## src/usc_pkg.sv

```systemverilog
// constants and types for the usart clock and frame core
//
// Contract
// - baud down-counter runs on sys_clk, reloads divisor at zero or low-byte write
// - one baud tick each time the down-counter reaches zero
// - transmit bit clock is ticks divided by 16, 8 or 2 by mode
// - receiver consumes ticks directly with 16 or 8 states per bit; synchronous takes one bit per sample edge
// - bit rate is sys_clk over 16, 8 or 2 times divisor plus one
// - divisor is 12 bits, from high and low divisor parts
// - double speed drops divisor and receive samples from 16 to 8
// - sync select 1 is synchronous; pin direction picks master or slave
// - transfer clock pin neither driven nor sampled in asynchronous modes
// - slave clock is synchronised then edge detected, two cycles latency
// - synchronous receive samples on the edge opposite the transmit change
// - polarity 0 changes on rising, samples falling; 1 the reverse
// - frames are start, 5 to 9 data, optional parity, one or two stops
// - start bit, data lsb first, parity, then stop bits
// - after stop bits send next frame at once or idle high
// - single transmit write buffer ahead of shift register, no gap
// - receive data backed by two-entry fifo, each read pops one
// - frame error, overrun and ninth bit stored per fifo entry
// - with fifo full a finished character waits in shifter until next start
// - receiver accepts same formats, flags frame, overrun and parity errors
// - only the first stop bit is checked for frame error
// - parity is xor of data bits, inverted for odd
package usc_pkg;
  localparam int DIV_W        = 12;
  localparam int DATA_W       = 9;
  localparam logic [3:0] OSR_NORMAL = 4'hF;
  localparam logic [3:0] OSR_DOUBLE = 4'h7;
  localparam logic [3:0] OSR_SYNC   = 4'h1;
  localparam logic [3:0] OSR_MID_N  = 4'h8;
  localparam logic [3:0] OSR_MID_D  = 4'h4;
  localparam logic [1:0] PAR_NONE   = 2'h0;
  localparam logic [1:0] PAR_EVEN   = 2'h2;
  localparam logic [1:0] PAR_ODD    = 2'h3;
  localparam logic [2:0] CS_NINE    = 3'h7;
  localparam logic [3:0] DBITS_BASE = 4'h5;

  typedef enum logic [2:0]
  {
    USC_IDLE   = 3'b000,
    USC_START  = 3'b001,
    USC_DATA   = 3'b010,
    USC_PARITY = 3'b011,
    USC_STOP1  = 3'b100,
    USC_STOP2  = 3'b101
  } usc_state_e;

  // data bits count from character size code (5..9)
  function automatic logic [3:0] usc_nbits(input logic [2:0] cs);
    if (cs == CS_NINE)
      usc_nbits = 4'h9;
    else
      usc_nbits = DBITS_BASE + {2'h0, cs[1:0]};
  endfunction
endpackage

```

## src/usc_clkgen.sv

```systemverilog
// baud generator and synchronous transfer clock handling
`timescale 1ns/1ps
`default_nettype none
module usc_clkgen
(
  input  wire logic                       sys_clk,
  input  wire logic                       rst_n,
  input  wire logic [usc_pkg::DIV_W-1:0]  baud_divisor,
  input  wire logic                       baud_divisor_low_wr,
  input  wire logic                       sync_mode,
  input  wire logic                       sync_master,
  input  wire logic                       sync_clock_polarity,
  input  wire logic                       xck_in,
  output logic                            baud_tick,
  output logic                            xck_out,
  output logic                            xck_oe,
  output logic                            change_pulse,
  output logic                            sample_pulse
);
  // ===========================================================
  // baud down-counter
  logic [usc_pkg::DIV_W-1:0] count;
  logic                      xck_meta;
  logic                      xck_sync;
  logic                      xck_prev;
  logic                      master_clk;

  always_ff @(posedge sys_clk)
  begin
    if (!rst_n)
      count <= '0;
    else if (baud_divisor_low_wr || count == '0)
      count <= baud_divisor;
    else
      count <= count - 1'b1;
  end

  assign baud_tick = rst_n && (count == '0);

  // ===========================================================
  // master: divide ticks by 2 into the pin clock
  always_ff @(posedge sys_clk)
  begin
    if (!rst_n || !sync_mode || !sync_master)
      master_clk <= 1'b0;
    else if (baud_tick)
      master_clk <= ~master_clk;
  end

  assign xck_out = master_clk ^ sync_clock_polarity;
  assign xck_oe  = sync_mode && sync_master;

  // ===========================================================
  // slave: synchroniser and edge detector
  always_ff @(posedge sys_clk)
  begin
    if (!rst_n)
    begin
      xck_meta <= 1'b0;
      xck_sync <= 1'b0;
      xck_prev <= 1'b0;
    end
    else
    begin
      xck_meta <= xck_in && sync_mode && !sync_master;
      xck_sync <= xck_meta;
      xck_prev <= xck_sync;
    end
  end

  logic rise;
  logic fall;
  always_comb
  begin
    if (!sync_mode)
    begin
      rise = 1'b0;
      fall = 1'b0;
    end
    else if (sync_master)
    begin
      rise = baud_tick && !master_clk;
      fall = baud_tick && master_clk;
    end
    else
    begin
      rise = xck_sync && !xck_prev;
      fall = !xck_sync && xck_prev;
    end
  end

  // internal rise means pin edge of the "change" kind after polarity
  assign change_pulse = rise;
  assign sample_pulse = fall;
endmodule
`default_nettype wire

```

## src/usc_core.sv

```systemverilog
// usart clock and frame core top
`timescale 1ns/1ps
`default_nettype none
module usc_core
(
  input  wire logic                       sys_clk,
  input  wire logic                       rst_n,
  input  wire logic [3:0]                 baud_divisor_high,
  input  wire logic [7:0]                 baud_divisor_low,
  input  wire logic                       baud_divisor_low_wr,
  input  wire logic                       sync_select,
  input  wire logic                       xfer_clock_pin_direction,
  input  wire logic                       double_speed,
  input  wire logic                       sync_clock_polarity,
  input  wire logic [2:0]                 char_size,
  input  wire logic [1:0]                 parity_mode,
  input  wire logic                       two_stop_bits,
  input  wire logic                       tx_enable,
  input  wire logic                       rx_enable,
  input  wire logic [8:0]                 tx_data,
  input  wire logic                       tx_write,
  output logic                            tx_buffer_empty,
  output logic                            tx_complete,
  output logic                            txd,
  input  wire logic                       rxd,
  input  wire logic                       transfer_clock_pin_in,
  output logic                            transfer_clock_pin_out,
  output logic                            transfer_clock_pin_oe,
  input  wire logic                       serial_data_register_read,
  output logic [8:0]                      serial_data_register,
  output logic                            rx_ninth_bit,
  output logic                            frame_error_flag,
  output logic                            overrun_flag,
  output logic                            parity_error_flag,
  output logic                            rx_complete
);
  // ===========================================================
  // clock generation
  logic baud_tick;
  logic change_pulse;
  logic sample_pulse;
  logic pin_level;

  usc_clkgen u_clkgen
  (
    .sys_clk             (sys_clk),
    .rst_n               (rst_n),
    .baud_divisor        ({baud_divisor_high, baud_divisor_low}),
    .baud_divisor_low_wr (baud_divisor_low_wr),
    .sync_mode           (sync_select),
    .sync_master         (xfer_clock_pin_direction),
    .sync_clock_polarity (sync_clock_polarity),
    .xck_in              (pin_level),
    .baud_tick           (baud_tick),
    .xck_out             (transfer_clock_pin_out),
    .xck_oe              (transfer_clock_pin_oe),
    .change_pulse        (change_pulse),
    .sample_pulse        (sample_pulse)
  );
  // polarity folded in so the internal edges are change/sample
  assign pin_level = transfer_clock_pin_in ^ sync_clock_polarity;

  logic [3:0] nbits;
  logic [3:0] osr_top;
  assign nbits = usc_pkg::usc_nbits(char_size);
  always_comb
  begin
    if (sync_select)
      osr_top = usc_pkg::OSR_SYNC;
    else if (double_speed)
      osr_top = usc_pkg::OSR_DOUBLE;
    else
      osr_top = usc_pkg::OSR_NORMAL;
  end

  // ===========================================================
  // transmitter
  usc_pkg::usc_state_e tx_state;
  logic [8:0] tx_buf;
  logic       tx_full;
  logic [8:0] tx_shift;
  logic [3:0] tx_cnt;
  logic       tx_par;
  logic       tx_bit_tick;
  logic       tx_load;
  logic       tx_frame_end;

  logic [3:0] tx_pre;
  always_ff @(posedge sys_clk)
  begin
    if (!rst_n)
      tx_pre <= '0;
    else if (!sync_select && baud_tick)
      tx_pre <= (tx_pre >= osr_top) ? 4'h0 : tx_pre + 4'h1;
  end

  always_comb
  begin
    if (sync_select)
      tx_bit_tick = change_pulse;
    else
      tx_bit_tick = baud_tick && (tx_pre >= osr_top);
  end

  assign tx_load = tx_full && tx_enable && tx_bit_tick &&
                   (tx_state == usc_pkg::USC_IDLE || tx_frame_end);
  assign tx_frame_end = tx_bit_tick &&
    ((tx_state == usc_pkg::USC_STOP1 && !two_stop_bits) ||
     tx_state == usc_pkg::USC_STOP2);

  always_ff @(posedge sys_clk)
  begin
    if (!rst_n)
      tx_full <= 1'b0;
    else if (tx_write && !tx_full)
      tx_full <= 1'b1;
    else if (tx_load)
      tx_full <= 1'b0;
  end

  always_ff @(posedge sys_clk)
  begin
    if (!rst_n)
      tx_buf <= '0;
    else if (tx_write && !tx_full)
      tx_buf <= tx_data;
  end

  always_ff @(posedge sys_clk)
  begin
    if (!rst_n)
    begin
      tx_state <= usc_pkg::USC_IDLE;
      tx_shift <= '0;
      tx_cnt   <= '0;
      tx_par   <= 1'b0;
      txd      <= 1'b1;
    end
    else if (tx_load)
    begin
      tx_state <= usc_pkg::USC_START;
      tx_shift <= tx_buf;
      tx_cnt   <= '0;
      tx_par   <= parity_mode[0];
      txd      <= 1'b0;
    end
    else if (tx_bit_tick)
    begin
      case (tx_state)
        usc_pkg::USC_START, usc_pkg::USC_DATA:
        begin
          if (tx_state == usc_pkg::USC_DATA && tx_cnt == nbits)
          begin
            if (parity_mode != usc_pkg::PAR_NONE)
            begin
              tx_state <= usc_pkg::USC_PARITY;
              txd      <= tx_par;
            end
            else
            begin
              tx_state <= usc_pkg::USC_STOP1;
              txd      <= 1'b1;
            end
          end
          else
          begin
            tx_state <= usc_pkg::USC_DATA;
            txd      <= tx_shift[0];
            tx_par   <= tx_par ^ tx_shift[0];
            tx_shift <= tx_shift >> 1;
            tx_cnt   <= tx_cnt + 4'h1;
          end
        end
        usc_pkg::USC_PARITY:
        begin
          tx_state <= usc_pkg::USC_STOP1;
          txd      <= 1'b1;
        end
        usc_pkg::USC_STOP1:
        begin
          tx_state <= two_stop_bits ? usc_pkg::USC_STOP2
                                    : usc_pkg::USC_IDLE;
          txd      <= 1'b1;
        end
        default:
        begin
          tx_state <= usc_pkg::USC_IDLE;
          txd      <= 1'b1;
        end
      endcase
    end
  end

  always_ff @(posedge sys_clk)
  begin
    if (!rst_n)
      tx_complete <= 1'b0;
    else if (tx_frame_end && !tx_load)
      tx_complete <= 1'b1;
    else if (tx_write)
      tx_complete <= 1'b0;
  end
  assign tx_buffer_empty = !tx_full;

  // ===========================================================
  // receiver
  usc_pkg::usc_state_e rx_state;
  logic [3:0] rx_os;
  logic [3:0] rx_cnt;
  logic [8:0] rx_shift;
  logic       rx_par;
  logic       rx_pe;
  logic       rx_fe;
  logic       rx_pending;
  logic       rx_pend_fe;
  logic       rx_pend_pe;
  logic       rx_ovr;
  logic       rx_mid;
  logic       rx_step;
  logic [3:0] rx_mid_pt;

  assign rx_mid_pt = double_speed ? usc_pkg::OSR_MID_D : usc_pkg::OSR_MID_N;
  // async: mid-bit on the oversample count; sync: sample edge
  assign rx_step = sync_select ? sample_pulse : baud_tick;
  assign rx_mid  = sync_select ? sample_pulse
                 : baud_tick && (rx_os == rx_mid_pt - 4'h1);

  logic [8:0] fifo_data [2];
  logic [1:0] fifo_fe;
  logic [1:0] fifo_pe;
  logic [1:0] fifo_ovr;
  logic       wr_ptr;
  logic       rd_ptr;
  logic [1:0] fifo_cnt;
  logic       fifo_push;
  logic       fifo_pop;
  logic       start_seen;
  logic       rx_done;

  assign fifo_pop  = serial_data_register_read && fifo_cnt != 2'h0;
  assign start_seen = rx_state == usc_pkg::USC_IDLE && rx_enable &&
                      rx_step && !rxd;
  assign fifo_push = rx_pending && (fifo_cnt != 2'h2 || fifo_pop);

  always_ff @(posedge sys_clk)
  begin
    if (!rst_n || !rx_enable)
    begin
      rx_state <= usc_pkg::USC_IDLE;
      rx_os    <= '0;
      rx_cnt   <= '0;
      rx_shift <= '0;
      rx_par   <= 1'b0;
      rx_pe    <= 1'b0;
      rx_fe    <= 1'b0;
      rx_done  <= 1'b0;
    end
    else
    begin
      rx_done <= 1'b0;
      if (start_seen)
      begin
        // synchronous start is taken on its own sample edge
        rx_state <= sync_select ? usc_pkg::USC_DATA
                                : usc_pkg::USC_START;
        rx_os    <= '0;
        rx_cnt   <= '0;
        rx_par   <= parity_mode[0];
        rx_pe    <= 1'b0;
      end
      else if (rx_state != usc_pkg::USC_IDLE && rx_step)
      begin
        rx_os <= (rx_os >= osr_top) ? 4'h0 : rx_os + 4'h1;
      end
      if (rx_state != usc_pkg::USC_IDLE && !start_seen && rx_mid)
      begin
        case (rx_state)
          usc_pkg::USC_START:
          begin
            if (rxd && !sync_select)
              rx_state <= usc_pkg::USC_IDLE;
            else
              rx_state <= usc_pkg::USC_DATA;
          end
          usc_pkg::USC_DATA:
          begin
            rx_shift <= {rxd, rx_shift[8:1]};
            rx_par   <= rx_par ^ rxd;
            rx_cnt   <= rx_cnt + 4'h1;
            if (rx_cnt + 4'h1 == nbits)
              rx_state <= (parity_mode != usc_pkg::PAR_NONE)
                          ? usc_pkg::USC_PARITY : usc_pkg::USC_STOP1;
          end
          usc_pkg::USC_PARITY:
          begin
            rx_pe    <= rx_par ^ rxd;
            rx_state <= usc_pkg::USC_STOP1;
          end
          default:
          begin
            rx_fe    <= !rxd;
            rx_done  <= 1'b1;
            rx_state <= usc_pkg::USC_IDLE;
          end
        endcase
      end
    end
  end

  // right-align short characters held in the shifter
  logic [8:0] rx_aligned;
  assign rx_aligned = rx_shift >> (4'h9 - nbits);

  always_ff @(posedge sys_clk)
  begin
    if (!rst_n)
    begin
      rx_pending <= 1'b0;
      rx_pend_fe <= 1'b0;
      rx_pend_pe <= 1'b0;
      rx_ovr     <= 1'b0;
    end
    else if (rx_done)
    begin
      rx_pending <= 1'b1;
      rx_pend_fe <= rx_fe;
      rx_pend_pe <= rx_pe;
    end
    else if (fifo_push)
    begin
      rx_pending <= 1'b0;
      rx_ovr     <= 1'b0;
    end
    else if (rx_pending && start_seen)
    begin
      rx_pending <= 1'b0;
      rx_ovr     <= 1'b1;
    end
  end

  always_ff @(posedge sys_clk)
  begin
    if (!rst_n)
    begin
      wr_ptr   <= 1'b0;
      rd_ptr   <= 1'b0;
      fifo_cnt <= '0;
      fifo_fe  <= '0;
      fifo_pe  <= '0;
      fifo_ovr <= '0;
      fifo_data[0] <= '0;
      fifo_data[1] <= '0;
    end
    else
    begin
      if (fifo_push)
      begin
        fifo_data[wr_ptr] <= rx_aligned;
        fifo_fe[wr_ptr]   <= rx_pend_fe;
        fifo_pe[wr_ptr]   <= rx_pend_pe;
        fifo_ovr[wr_ptr]  <= rx_ovr;
        wr_ptr            <= ~wr_ptr;
      end
      if (fifo_pop)
        rd_ptr <= ~rd_ptr;
      fifo_cnt <= fifo_cnt + {1'b0, fifo_push} - {1'b0, fifo_pop};
    end
  end

  always_ff @(posedge sys_clk)
  begin
    if (!rst_n)
      serial_data_register <= '0;
    else
      serial_data_register <= (fifo_cnt == 2'h0 ||
                              (fifo_pop && fifo_cnt == 2'h1))
                              ? (fifo_push ? rx_aligned : 9'h000)
                              : fifo_data[fifo_pop ? ~rd_ptr : rd_ptr];
  end

  always_comb
  begin
    rx_ninth_bit      = serial_data_register[8];
    frame_error_flag  = fifo_cnt != 2'h0 && fifo_fe[rd_ptr];
    parity_error_flag = fifo_cnt != 2'h0 && fifo_pe[rd_ptr];
    overrun_flag      = fifo_cnt != 2'h0 && fifo_ovr[rd_ptr];
    rx_complete       = fifo_cnt != 2'h0;
  end
endmodule
`default_nettype wire

```

## config.mk

```make
export PLATFORM = sky130hd
export DESIGN_NAME = usc_core
export DESIGN_NICKNAME = d
export VERILOG_FILES = /design/src/usc_pkg.sv /design/src/usc_clkgen.sv /design/src/usc_core.sv
export SDC_FILE = /design/constraint.sdc
export NUM_CORES = 1
export LEC_CHECK = 0
export ABC_AREA = 1
export BUFFER_PORTS_ARGS = -buffer_cell sky130_fd_sc_hd__buf_2
export CAP_MARGIN = 20
export CORE_ASPECT_RATIO = 0.9
export CORE_MARGIN = 2
export CORE_UTILIZATION = 60
export DETAILED_ROUTE_END_ITERATION = 10
export GPL_ROUTABILITY_DRIVEN = 0
export GPL_TIMING_DRIVEN = 1
export HOLD_SLACK_MARGIN = 0.03
export PLACE_DENSITY = 0.81
export SYNTH_ARGS = -nofsm -noshare
export SYNTH_HDL_FRONTEND = slang
export SYNTH_SLANG_ARGS = --single-unit
```

## constraint.sdc

```tcl
create_clock -name sys_clk -period 4.8 [get_ports sys_clk]
set_input_delay 0.72 -clock sys_clk [delete_from_list [all_inputs] [get_ports sys_clk]]
set_output_delay 0.72 -clock sys_clk [all_outputs]
set_load 0.02 [all_outputs]
```

; ---- After elaboration in Yosys (flattened, before gate mapping)
; Memory sizes are Yosys's and may differ from the RTL's.
; Cells that the tools add are included.
[word_totals]
out_inout_bits = 19
word_cells = 233
mem_count = 1
inputBits = 40
romBits = 0
latchBits = 0
register_bits = 96
ram_bits = 18
[mem_list]
columns = name, words, word_bits, rd, rd_ports_with_merged_regs, write_ports, line_no
row1 = fifo_data, 2, 9, 1, 0, 2, usc_core.sv:228  ; logic [8:0] fifo_data [2];
[classes]
bitwise_logic = 12
muxes = 77
n_addsub = 10
n_shift = 1
div_mod_pow = 0
mul = 0
order_cmp = 5
reduce_logical = 78
eq_ne = 15
[ops]
columns = op, n
row1 = 2-to-1 mux 9 bit, 7
row2 = 2-to-1 mux 1 bit, 46
row3 = 2-to-1 mux 4 bit, 9
row4 = logical AND 1 bit, 34
row5 = 2-to-1 mux 3 bit, 6
row6 = case mux 3 bit (3 select lines), 2
row7 = "adder 4 x 1 -> 4 bit, second input constant", 4
row8 = nonzero test 2 bit, 7
row9 = "== test 3 x 2 -> 1 bit, second input constant", 4
row10 = == test 4 bit, 3
row11 = logical NOT 1 bit, 12
row12 = logical NOT 12 bit, 1
row13 = 2-to-1 mux 12 bit, 1
row14 = "subtractor 12 x 1 -> 12 bit, second input constant", 1
row15 = "== test 3 bit, second input constant", 3
row16 = OR reduction 9 bit, 1
row17 = right shift 9 x 4 -> 9 bit, 1
row18 = >= comparator 4 bit, 2
row19 = logical OR 1 bit, 8
row20 = inverter 1 bit, 8
row21 = OR reduction 2 bit, 4
row22 = bitwise mux 2 bit, 3
row23 = "== test 3 x 1 -> 1 bit, second input constant", 2
row24 = logical NOT 3 bit, 2
row25 = 17 further kinds, 27

; ---- Depth between registers and ports, before layout
; Gate-level depths: netlist of the first run.
[depth]
word_depth = 12
ltp_mapped = 14

; ---- By module
; Synthesis of the first run repeated with hierarchy kept, for this count alone.
[unflattened]
hier_cells = 798
hier_area_um2 = 5828.1
[by_module_without_submodules]
columns = module, n_inst, seq_area_each_um2, area_per_inst_um2, cells_per_inst
row1 = usc_core, 1, 2142.1, 4815.9, 642
row2 = usc_clkgen, 1, 320.3, 1012.2, 156

; ---- Least setup slack after synthesis of the first run
; Ideal clock, no wire load.
[synth_path]
kind = input to register
startpoint = input sync_select
endpoint = register tx_shift[1]
arrival_ns = 2.298
slack_ns = 2.370
setup_ns = 0.132
stages = 13
path_cell_list = or2_2 > ha_1 > nand2_1 > o21ai_1 > nand4_2 > nand3_2 > buf_8 > nand2_8 > buf_6 > nand2_1 > nand2_1 > nand2_1 > a21oi_1
[synth_between]
elab_chain_len = 9
[synth_rtl]
columns = element, line_no
row1 = start: declaration, usc_core.sv:11  ; input wire logic sync_select,
row2 = 2-to-1 mux 4 bit, usc_core.sv:68  ; if (sync_select)
row3 = >= comparator 4 bit, usc_core.sv:102  ; tx_bit_tick = baud_tick && (tx_pre >= osr_top);
row4 = logical AND 1 bit, usc_core.sv:102
row5 = 2-to-1 mux 1 bit *, usc_core.sv:99  ; if (sync_select)
row6 = logical AND 1 bit, usc_core.sv:107  ; assign tx_frame_end = tx_bit_tick &&
row7 = logical OR 1 bit, usc_core.sv:106  ; (tx_state == usc_pkg::USC_IDLE || tx_frame_end);
row8 = logical AND 1 bit, usc_core.sv:105  ; assign tx_load = tx_full && tx_enable && tx_bit_tick &&
row9 = != test 2 bit (no source line) / nonzero test 2 bit (equally long branches), n/a
row10 = AND reduction 3 bit (no source line), n/a
row11 = end signal: assignment, usc_core.sv:142  ; tx_shift <= tx_buf;
row12 = end signal: assignment, usc_core.sv:170  ; tx_shift <= tx_shift >> 1;
row13 = end: declaration, usc_core.sv:81  ; logic [8:0] tx_shift;
; Every way passes the cells marked *; elsewhere a longest branch is shown, timed or not.
; A chain may end at the register's enable or synchronous reset.

; ---- Final worst setup path of the first run
[layout_path]
startpoint = input sync_select
endpoint = register tx_shift[7]
; Same word-level chain as after synthesis.

==> run metrics, run 1 <==
Routed wire per std cell=13.67 um; Worst Skew=10.40 ps; critical path required time=roughly 5300 ps; reg-to-reg endpoint=tx_shift[7]; IO Pins=between 50 and 60; grt ovf=0; synth-to-layout area growth=17.45%; drt drc=0; Reg2Reg Setup Slack=2530 ps; Reg clk slew, reported paths=60 ps; fillers=approximately 670; setup tns final=0 ps; Pleak=~2.8 nW; initial antenna violation count=0; DRT iter0 DRCs=between 300 and 400; Via-to-Cell Ratio=5.483; Crit Path Class=in2reg; WL final=12620 um; syn_nets=786; Ys Warns=0; total track usage=26.30%; clock latency on the worst-skew pair=520 ps; post-CTS setup buffers=0; die height=96.48 um; Pins Over Slew Limit=0; die area=around 0.010 mm2; flops & latches, synth=114; RSZ-0062 raised after global routing=no; fraction of layout cells with a size suffix above 1=between 10% and 20%; number of detailed-route iterations in the first pass=5; Rows=33; Post-DRT Antenna Nets=0; origin of the worst setup path=sync_select; initial core utilization=~62%; Clock Root Buffer=clkbuf_8; CP Capture Type=flop; TritonCTS clock tree=done; Worst R2R Path Depth=11; Netlist cell types=52; Mapped Area=between 0.005 and 0.006 mm2; max_slew headroom=47.21%; critical path arrival=slightly above 3000 ps; clock sinks=114; min cycle time layout=~2600 ps; Synth Instances=729; hpwl dp=8463 um; cts bufs inserted=17; EDFF count, synth=18; core area=0.009166 mm2; max-cap violation count=0; end point of the critical path=tx_shift[7]; Cell Pwr Density=around 400 mW/mm2; vias in the first global route=4916; Hold WC Path Type=in2reg; Reg-to-Reg Start=u_clkgen.count[0]; Max clock buf depth=2; crit path launch type=input pin; Fin. Hold Viols=0; post-synthesis sequential area ratio=43.19%; Period Utilization, post-route=54.57%; Ant. Diodes=0; Mean Syn Cell Area=7.821 um2; nets@finish=845; largest net degree at the start of global routing=between 40 and 50; outcome=completed; Worst-Margin Slew=roughly 790 ps; first-pass GRT wire length=about 22000 um; Critical Path Fanout Max=20; H-tree depth=4; DR vias=5061; die width=106.8 um; port bufs=58; Synth Flop Type=dfxtp_1; count of hold-fix buffers inserted at cts=0; Final setup viols=0; Pwr Total=between 2 and 3 mW; Worst VDD drop=between 200 and 250 uV; Hold Slack=397.0 ps; FFs w/ async S/R, synth=0%; Peak Freq=381.8 MHz; post_cts resized=0
==> final cells by class <==
cell class | instances | area [um2] | share of cell area [%]
multi-input combinational | 512 | 2804 | 41.87
sequential | 114 | 2462 | 36.77
clock buffer | 18 | 417.9 | 6.241
inverter | 83 | 314.1 | 4.690
timing repair buffer | 60 | 309.0 | 4.615
clock inverter | 14 | 236.5 | 3.531
tap | 122 | 152.6 | 2.280
==> worst min path at each step <==
stage | from | endpoint | slack, ps | depth (start not counted)
6_report | xfer_clock_pin_direction | u_clkgen.xck_meta | 400 | 2
3_5_place_dp | u_clkgen.xck_meta | u_clkgen.xck_sync | 410 | 2
4_1_cts | xfer_clock_pin_direction | u_clkgen.xck_meta | 380 | 2
5_1_grt | xfer_clock_pin_direction | u_clkgen.xck_meta | 390 | 2
3_3_place_gp | u_clkgen.xck_meta | u_clkgen.xck_sync | 400 | 2
2_1_floorplan | u_clkgen.xck_meta | u_clkgen.xck_sync | 390 | 2
==> worst max-delay path: stages <==
cell and delay (ps):
buf_2 170, or2_2 330, ha_1 310, a21oi_1 130, o21ai_1 110, nand4_2 130, nand3_2 410, nand3_4 280
nand2_4 120, inv_4 130, nand2_1 80, a21oi_1 140
==> layout by cell type (no fill, tap or decap), types with 10 or more instances in the layout <==
cell type,count
clkbuf_16,16
o211ai_1,10
inv_1,74
nand3_1,38
dfxtp_1,96
ha_1,17
or2_2,10
nand2_1,118
o21ai_0,63
buf_2,58
edfxtp_1,18
a21oi_1,68
nand4_1,11
o21ai_1,14
nor2_1,77
==> through the flow <==
step,setup WS [ps],utilization [%],cells,cell area (um2)
5_1_grt,1998,73.05,923,6696
2_1_floorplan,2370,-,729,5702
3_5_place_dp,1702,65.92,891,6042
6_report,2181,73.05,923,6696
3_3_place_gp,1755,65.79,890,6031
4_1_cts,2204,73.05,923,6696
==> metal layers <==
metal / wire length (um) / track usage (%) / vias up
li1: - / - / 2569
met1: 5690 / 30.76 / 2332
met4: 179 / 9.091 / 0
met5: 0 / 0 / -
met3: 575 / 6.304 / 22
met2: 6169 / 47.72 / 138
==> cells by family after synthesis <==
family | synth area share [%]
simple gates | 24.45
flops | 43.19
fa+ha+maj | 3.730
xor+xnor | 2.743
buf+inv | 7.637
compound gates | 18.26
==> flip-flops by register name (all words and copies together), names as in the netlist, 2 cells and up <==
| name | count |
|---|---|
| fifo_data | 18 |
| fifo_cnt | 2 |
| tx_pre | 4 |
| rx_os | 4 |
| tx_buf | 9 |
| tx_shift | 9 |
| fifo_pe | 2 |
| rx_cnt | 4 |
| tx_cnt | 4 |
| rx_state | 3 |
| fifo_fe | 2 |
| rx_shift | 9 |
| tx_state | 3 |
| fifo_ovr | 2 |
| serial_data_register | 9 |
| u_clkgen.count | 12 |
==> cells in the mapped netlist (3+ instances only) <==
library cell | count | area (um2)
a21oi_1 | 68 | 340.3
a21oi_2 | 5 | 43.79
a31oi_1 | 8 | 50.05
buf_2 | 4 | 20.02
buf_6 | 3 | 33.78
clkbuf_1 | 10 | 37.54
clkinv_1 | 3 | 11.26
dfxtp_1 | 96 | 1922
edfxtp_1 | 18 | 540.5
ha_1 | 17 | 212.7
inv_1 | 74 | 277.8
inv_2 | 5 | 18.77
nand2_1 | 118 | 442.9
nand2_2 | 6 | 37.54
nand2_4 | 3 | 33.78
nand3_1 | 38 | 190.2
nand4_1 | 11 | 68.82
nand4_2 | 4 | 50.05
nor2_1 | 77 | 289.0
nor2_2 | 5 | 31.28
nor2_4 | 3 | 33.78
nor3_1 | 5 | 25.02
nor3b_1 | 3 | 22.52
o211ai_1 | 10 | 75.07
o21ai_0 | 63 | 315.3
o21ai_1 | 14 | 70.07
o21bai_1 | 4 | 30.03
o22ai_1 | 4 | 25.02
or2_2 | 10 | 62.56
xnor2_1 | 7 | 61.31
xor2_1 | 9 | 78.83
==> power by group <==
| group | total (mW) | internal, mW | switching, mW |
|---|---|---|---|
| Clock | 1.40 | 0.946 | 0.454 |
| Sequential | 1.03 | 1.00 | 0.0235 |
| Combinational | 0.263 | 0.0900 | 0.173 |
| Total | 2.69 | 2.04 | 0.651 |
(Power assumes the default switching activity.)
==> inputs of run 2 (changes only) <==
--- a/config.mk
+++ b/config.mk
@@ -10,12 +10,12 @@
 export CAP_MARGIN = 20
 export CORE_ASPECT_RATIO = 0.9
 export CORE_MARGIN = 2
-export CORE_UTILIZATION = 60
+export CORE_UTILIZATION = 53
 export DETAILED_ROUTE_END_ITERATION = 10
 export GPL_ROUTABILITY_DRIVEN = 0
 export GPL_TIMING_DRIVEN = 1
 export HOLD_SLACK_MARGIN = 0.03
-export PLACE_DENSITY = 0.81
+export PLACE_DENSITY = 0.76
 export SYNTH_ARGS = -nofsm -noshare
 export SYNTH_HDL_FRONTEND = slang
 export SYNTH_SLANG_ARGS = --single-unit
==> constraint.sdc (replaced) <==
create_clock -name sys_clk -period 2.3 [get_ports sys_clk]
set_input_delay 0.345 -clock sys_clk [delete_from_list [all_inputs] [get_ports sys_clk]]
set_output_delay 0.345 -clock sys_clk [all_outputs]
set_load 0.02 [all_outputs]
==> run 2 against run 1 <==
- first-iteration DRC count fell by 5.5%
- routed wire length rose by 0.84%
- global-route usage decreased by 3.3 points
- combinational power rose by 120%
- register-to-register slack got worse by 2300 ps
- via count is 2.1% higher
- cell count increased by 2.4%
- sequential share of layout area is 0.23 points lower
- die area up 13%
- non-clock buffer count increased by 15
- largest cell class unchanged
==> run metrics, run 2 (same netlist as run 1, synthesis figures left out) <==
biggest regs=fifo_data x18, u_clkgen.count x12; CP Capture Type=flop; Max clock buf depth=2; TritonCTS clock tree=done; most frequent CP cell=nand2_1; nets@finish=860; die area=between 0.01 and 0.015 mm2; clock sinks=114; outcome=completed; post-CTS setup buffers=0; port bufs=58; Final WS setup=between 200 and 250 ps; max FFs per register=18; crit path launch type=flop; Hold WC Path Type=in2reg; fraction of layout cells with a size suffix above 1=a little under a fifth; max_slew headroom=57.14%; Cell Pwr Density=777.0 mW/mm2; DRT iter0 DRCs=312; Most flops, register=fifo_data; Worst-Margin Slew=~640 ps; Final setup viols=0; Worst Skew=9.716 ps; Critical Path Fanout Max=18; IO Pins=59; min cycle time layout=2052 ps; number of detailed-route iterations in the first pass=5; cts bufs inserted=17; Fin. Hold Viols=0; most common cell after layout, fill and taps aside=nand2_1; core area=0.01038 mm2; post_cts resized=0; critical path buffer and inverter count=2; count of hold-fix buffers inserted at cts=0; Rows=35; Routed wire per std cell=13.46 um; largest net degree at the start of global routing=28; clock latency on the worst-skew pair=410 ps; first-pass GRT wire length=21440 um; crit-path cells=inv_1 > ha_1 > nand4_1 > nor2_4 > nand4_2 > nand3_2 > buf_4 > nand3_1 > nand2_1 > nand2_1 > a21oi_1; synth-to-layout area growth=18.17%; grt ovf=0; Via-to-Cell Ratio=5.466; vias in the first global route=4966; total track usage=23.00%; critical path arrival=between 2000 and 2500 ps; Post-Place Setup Slack=-58.09 ps; Worst VDD drop=511.8 uV; Peak Freq=487.4 MHz; Register Area=0.002462 mm2; commonest cells after routing, fill and taps aside=nand2_1 (118), dfxtp_1 (96), nor2_1 (77), inv_1 (74), a21oi_1 (68); critical path required time=about 2700 ps; max-cap violation count=0; Period Utilization, post-route=89.20%; area of the multi-input gates=between 0.002 and 0.003 mm2; Pins Over Slew Limit=0; Pleak=2.811 nW; Top delay family on crit path=simple AND/OR/NAND/NOR gates; DR vias=5165; die height=102.4 um; Reg clk slew, reported paths=60 ps; die width=113.3 um; H-tree depth=4; RSZ-0062 raised after global routing=no; initial antenna violation count=0; Crit-path slowest cell=dfxtp_1; WL final=approximately 13000 um; hpwl dp=9019 um; DP Area=0.006163 mm2; Post-DRT Antenna Nets=0; critical path's largest stage delay=310 ps; initial core utilization=between 50% and 60%; Clock Root Buffer=clkbuf_16; Final Cell Area=0.006738 mm2; drt drc=0; Ant. Diodes=0; Crit Path Class=reg2reg; fillers=slightly above 800
-- run 2: cell count changes in the layout (fill, tap and decap cells not counted), sizes merged --
cell,before,now
buf,60,75
bufinv,6,1
clkbuf,18,21
clkinv,10,7
clkinvlp,1,4
inv,80,82
-- run 2: cell type report --
cell class | count | area share, %
inverters | 83 | 4.661
repair buffers | 75 | 6.258
well taps | 129 | 2.396
multi-input cells | 512 | 41.62
clock inverters | 11 | 1.523
clock buffers | 21 | 7.001
flip-flops and latches | 114 | 36.55
-- run 2: stage by stage --
| stage | setup TNS [ps] | total power, mW | hold slack, ps | util (%) | cells |
|---|---|---|---|---|---|
| after floorplan | 0 | 2.569 | 390.5 | - | 729 |
| after global placement | 0 | 2.728 | 401.5 | 59.28 | 912 |
| after detailed placement | -297.2 | 2.751 | 399.0 | 59.39 | 913 |
| after CTS | 0 | 5.258 | 131.3 | 64.92 | 945 |
| after global routing | 0 | 5.432 | 127.8 | 64.92 | 945 |
| final | 0 | 5.235 | 137.5 | 64.92 | 945 |
-- run 2: final timing paths --
kind | from | slack, ps | depth (start not counted) | end
worst max register to register | u_clkgen.count[0] | 250 | 11 | tx_shift[3]
worst min register to register | u_clkgen.xck_meta | 410 | 2 | u_clkgen.xck_sync
worst min-delay path | xfer_clock_pin_direction | 140 | 2 | u_clkgen.xck_meta
worst max-delay path | u_clkgen.count[0] | 250 | 11 | tx_shift[3]
-- run 2: routing by layer --
layer	track usage, %	vias up	wire [um]
met5	0	-	0
met4	8.818	0	211
met3	6.228	26	513
met2	40.72	130	6320
met1	26.88	2417	5676
li1	-	2592	-
-- run 2: power by group --
group	total [mW]	leakage, nW	switching, mW	internal, mW
Clock	2.52	0.271	0.939	1.58
Combinational	0.575	1.57	0.371	0.204
Sequential	2.14	0.965	0.0505	2.09
-- run 2: worst reg2reg max path: stages (launching register included) --
cell and delay, ps:
dfxtp_1 310, inv_1 140, ha_1 190, nand4_1 150, nor2_4 200, nand4_2 130, nand3_2 200, buf_4 260
nand3_1 110, nand2_1 90, nand2_1 60, a21oi_1 140
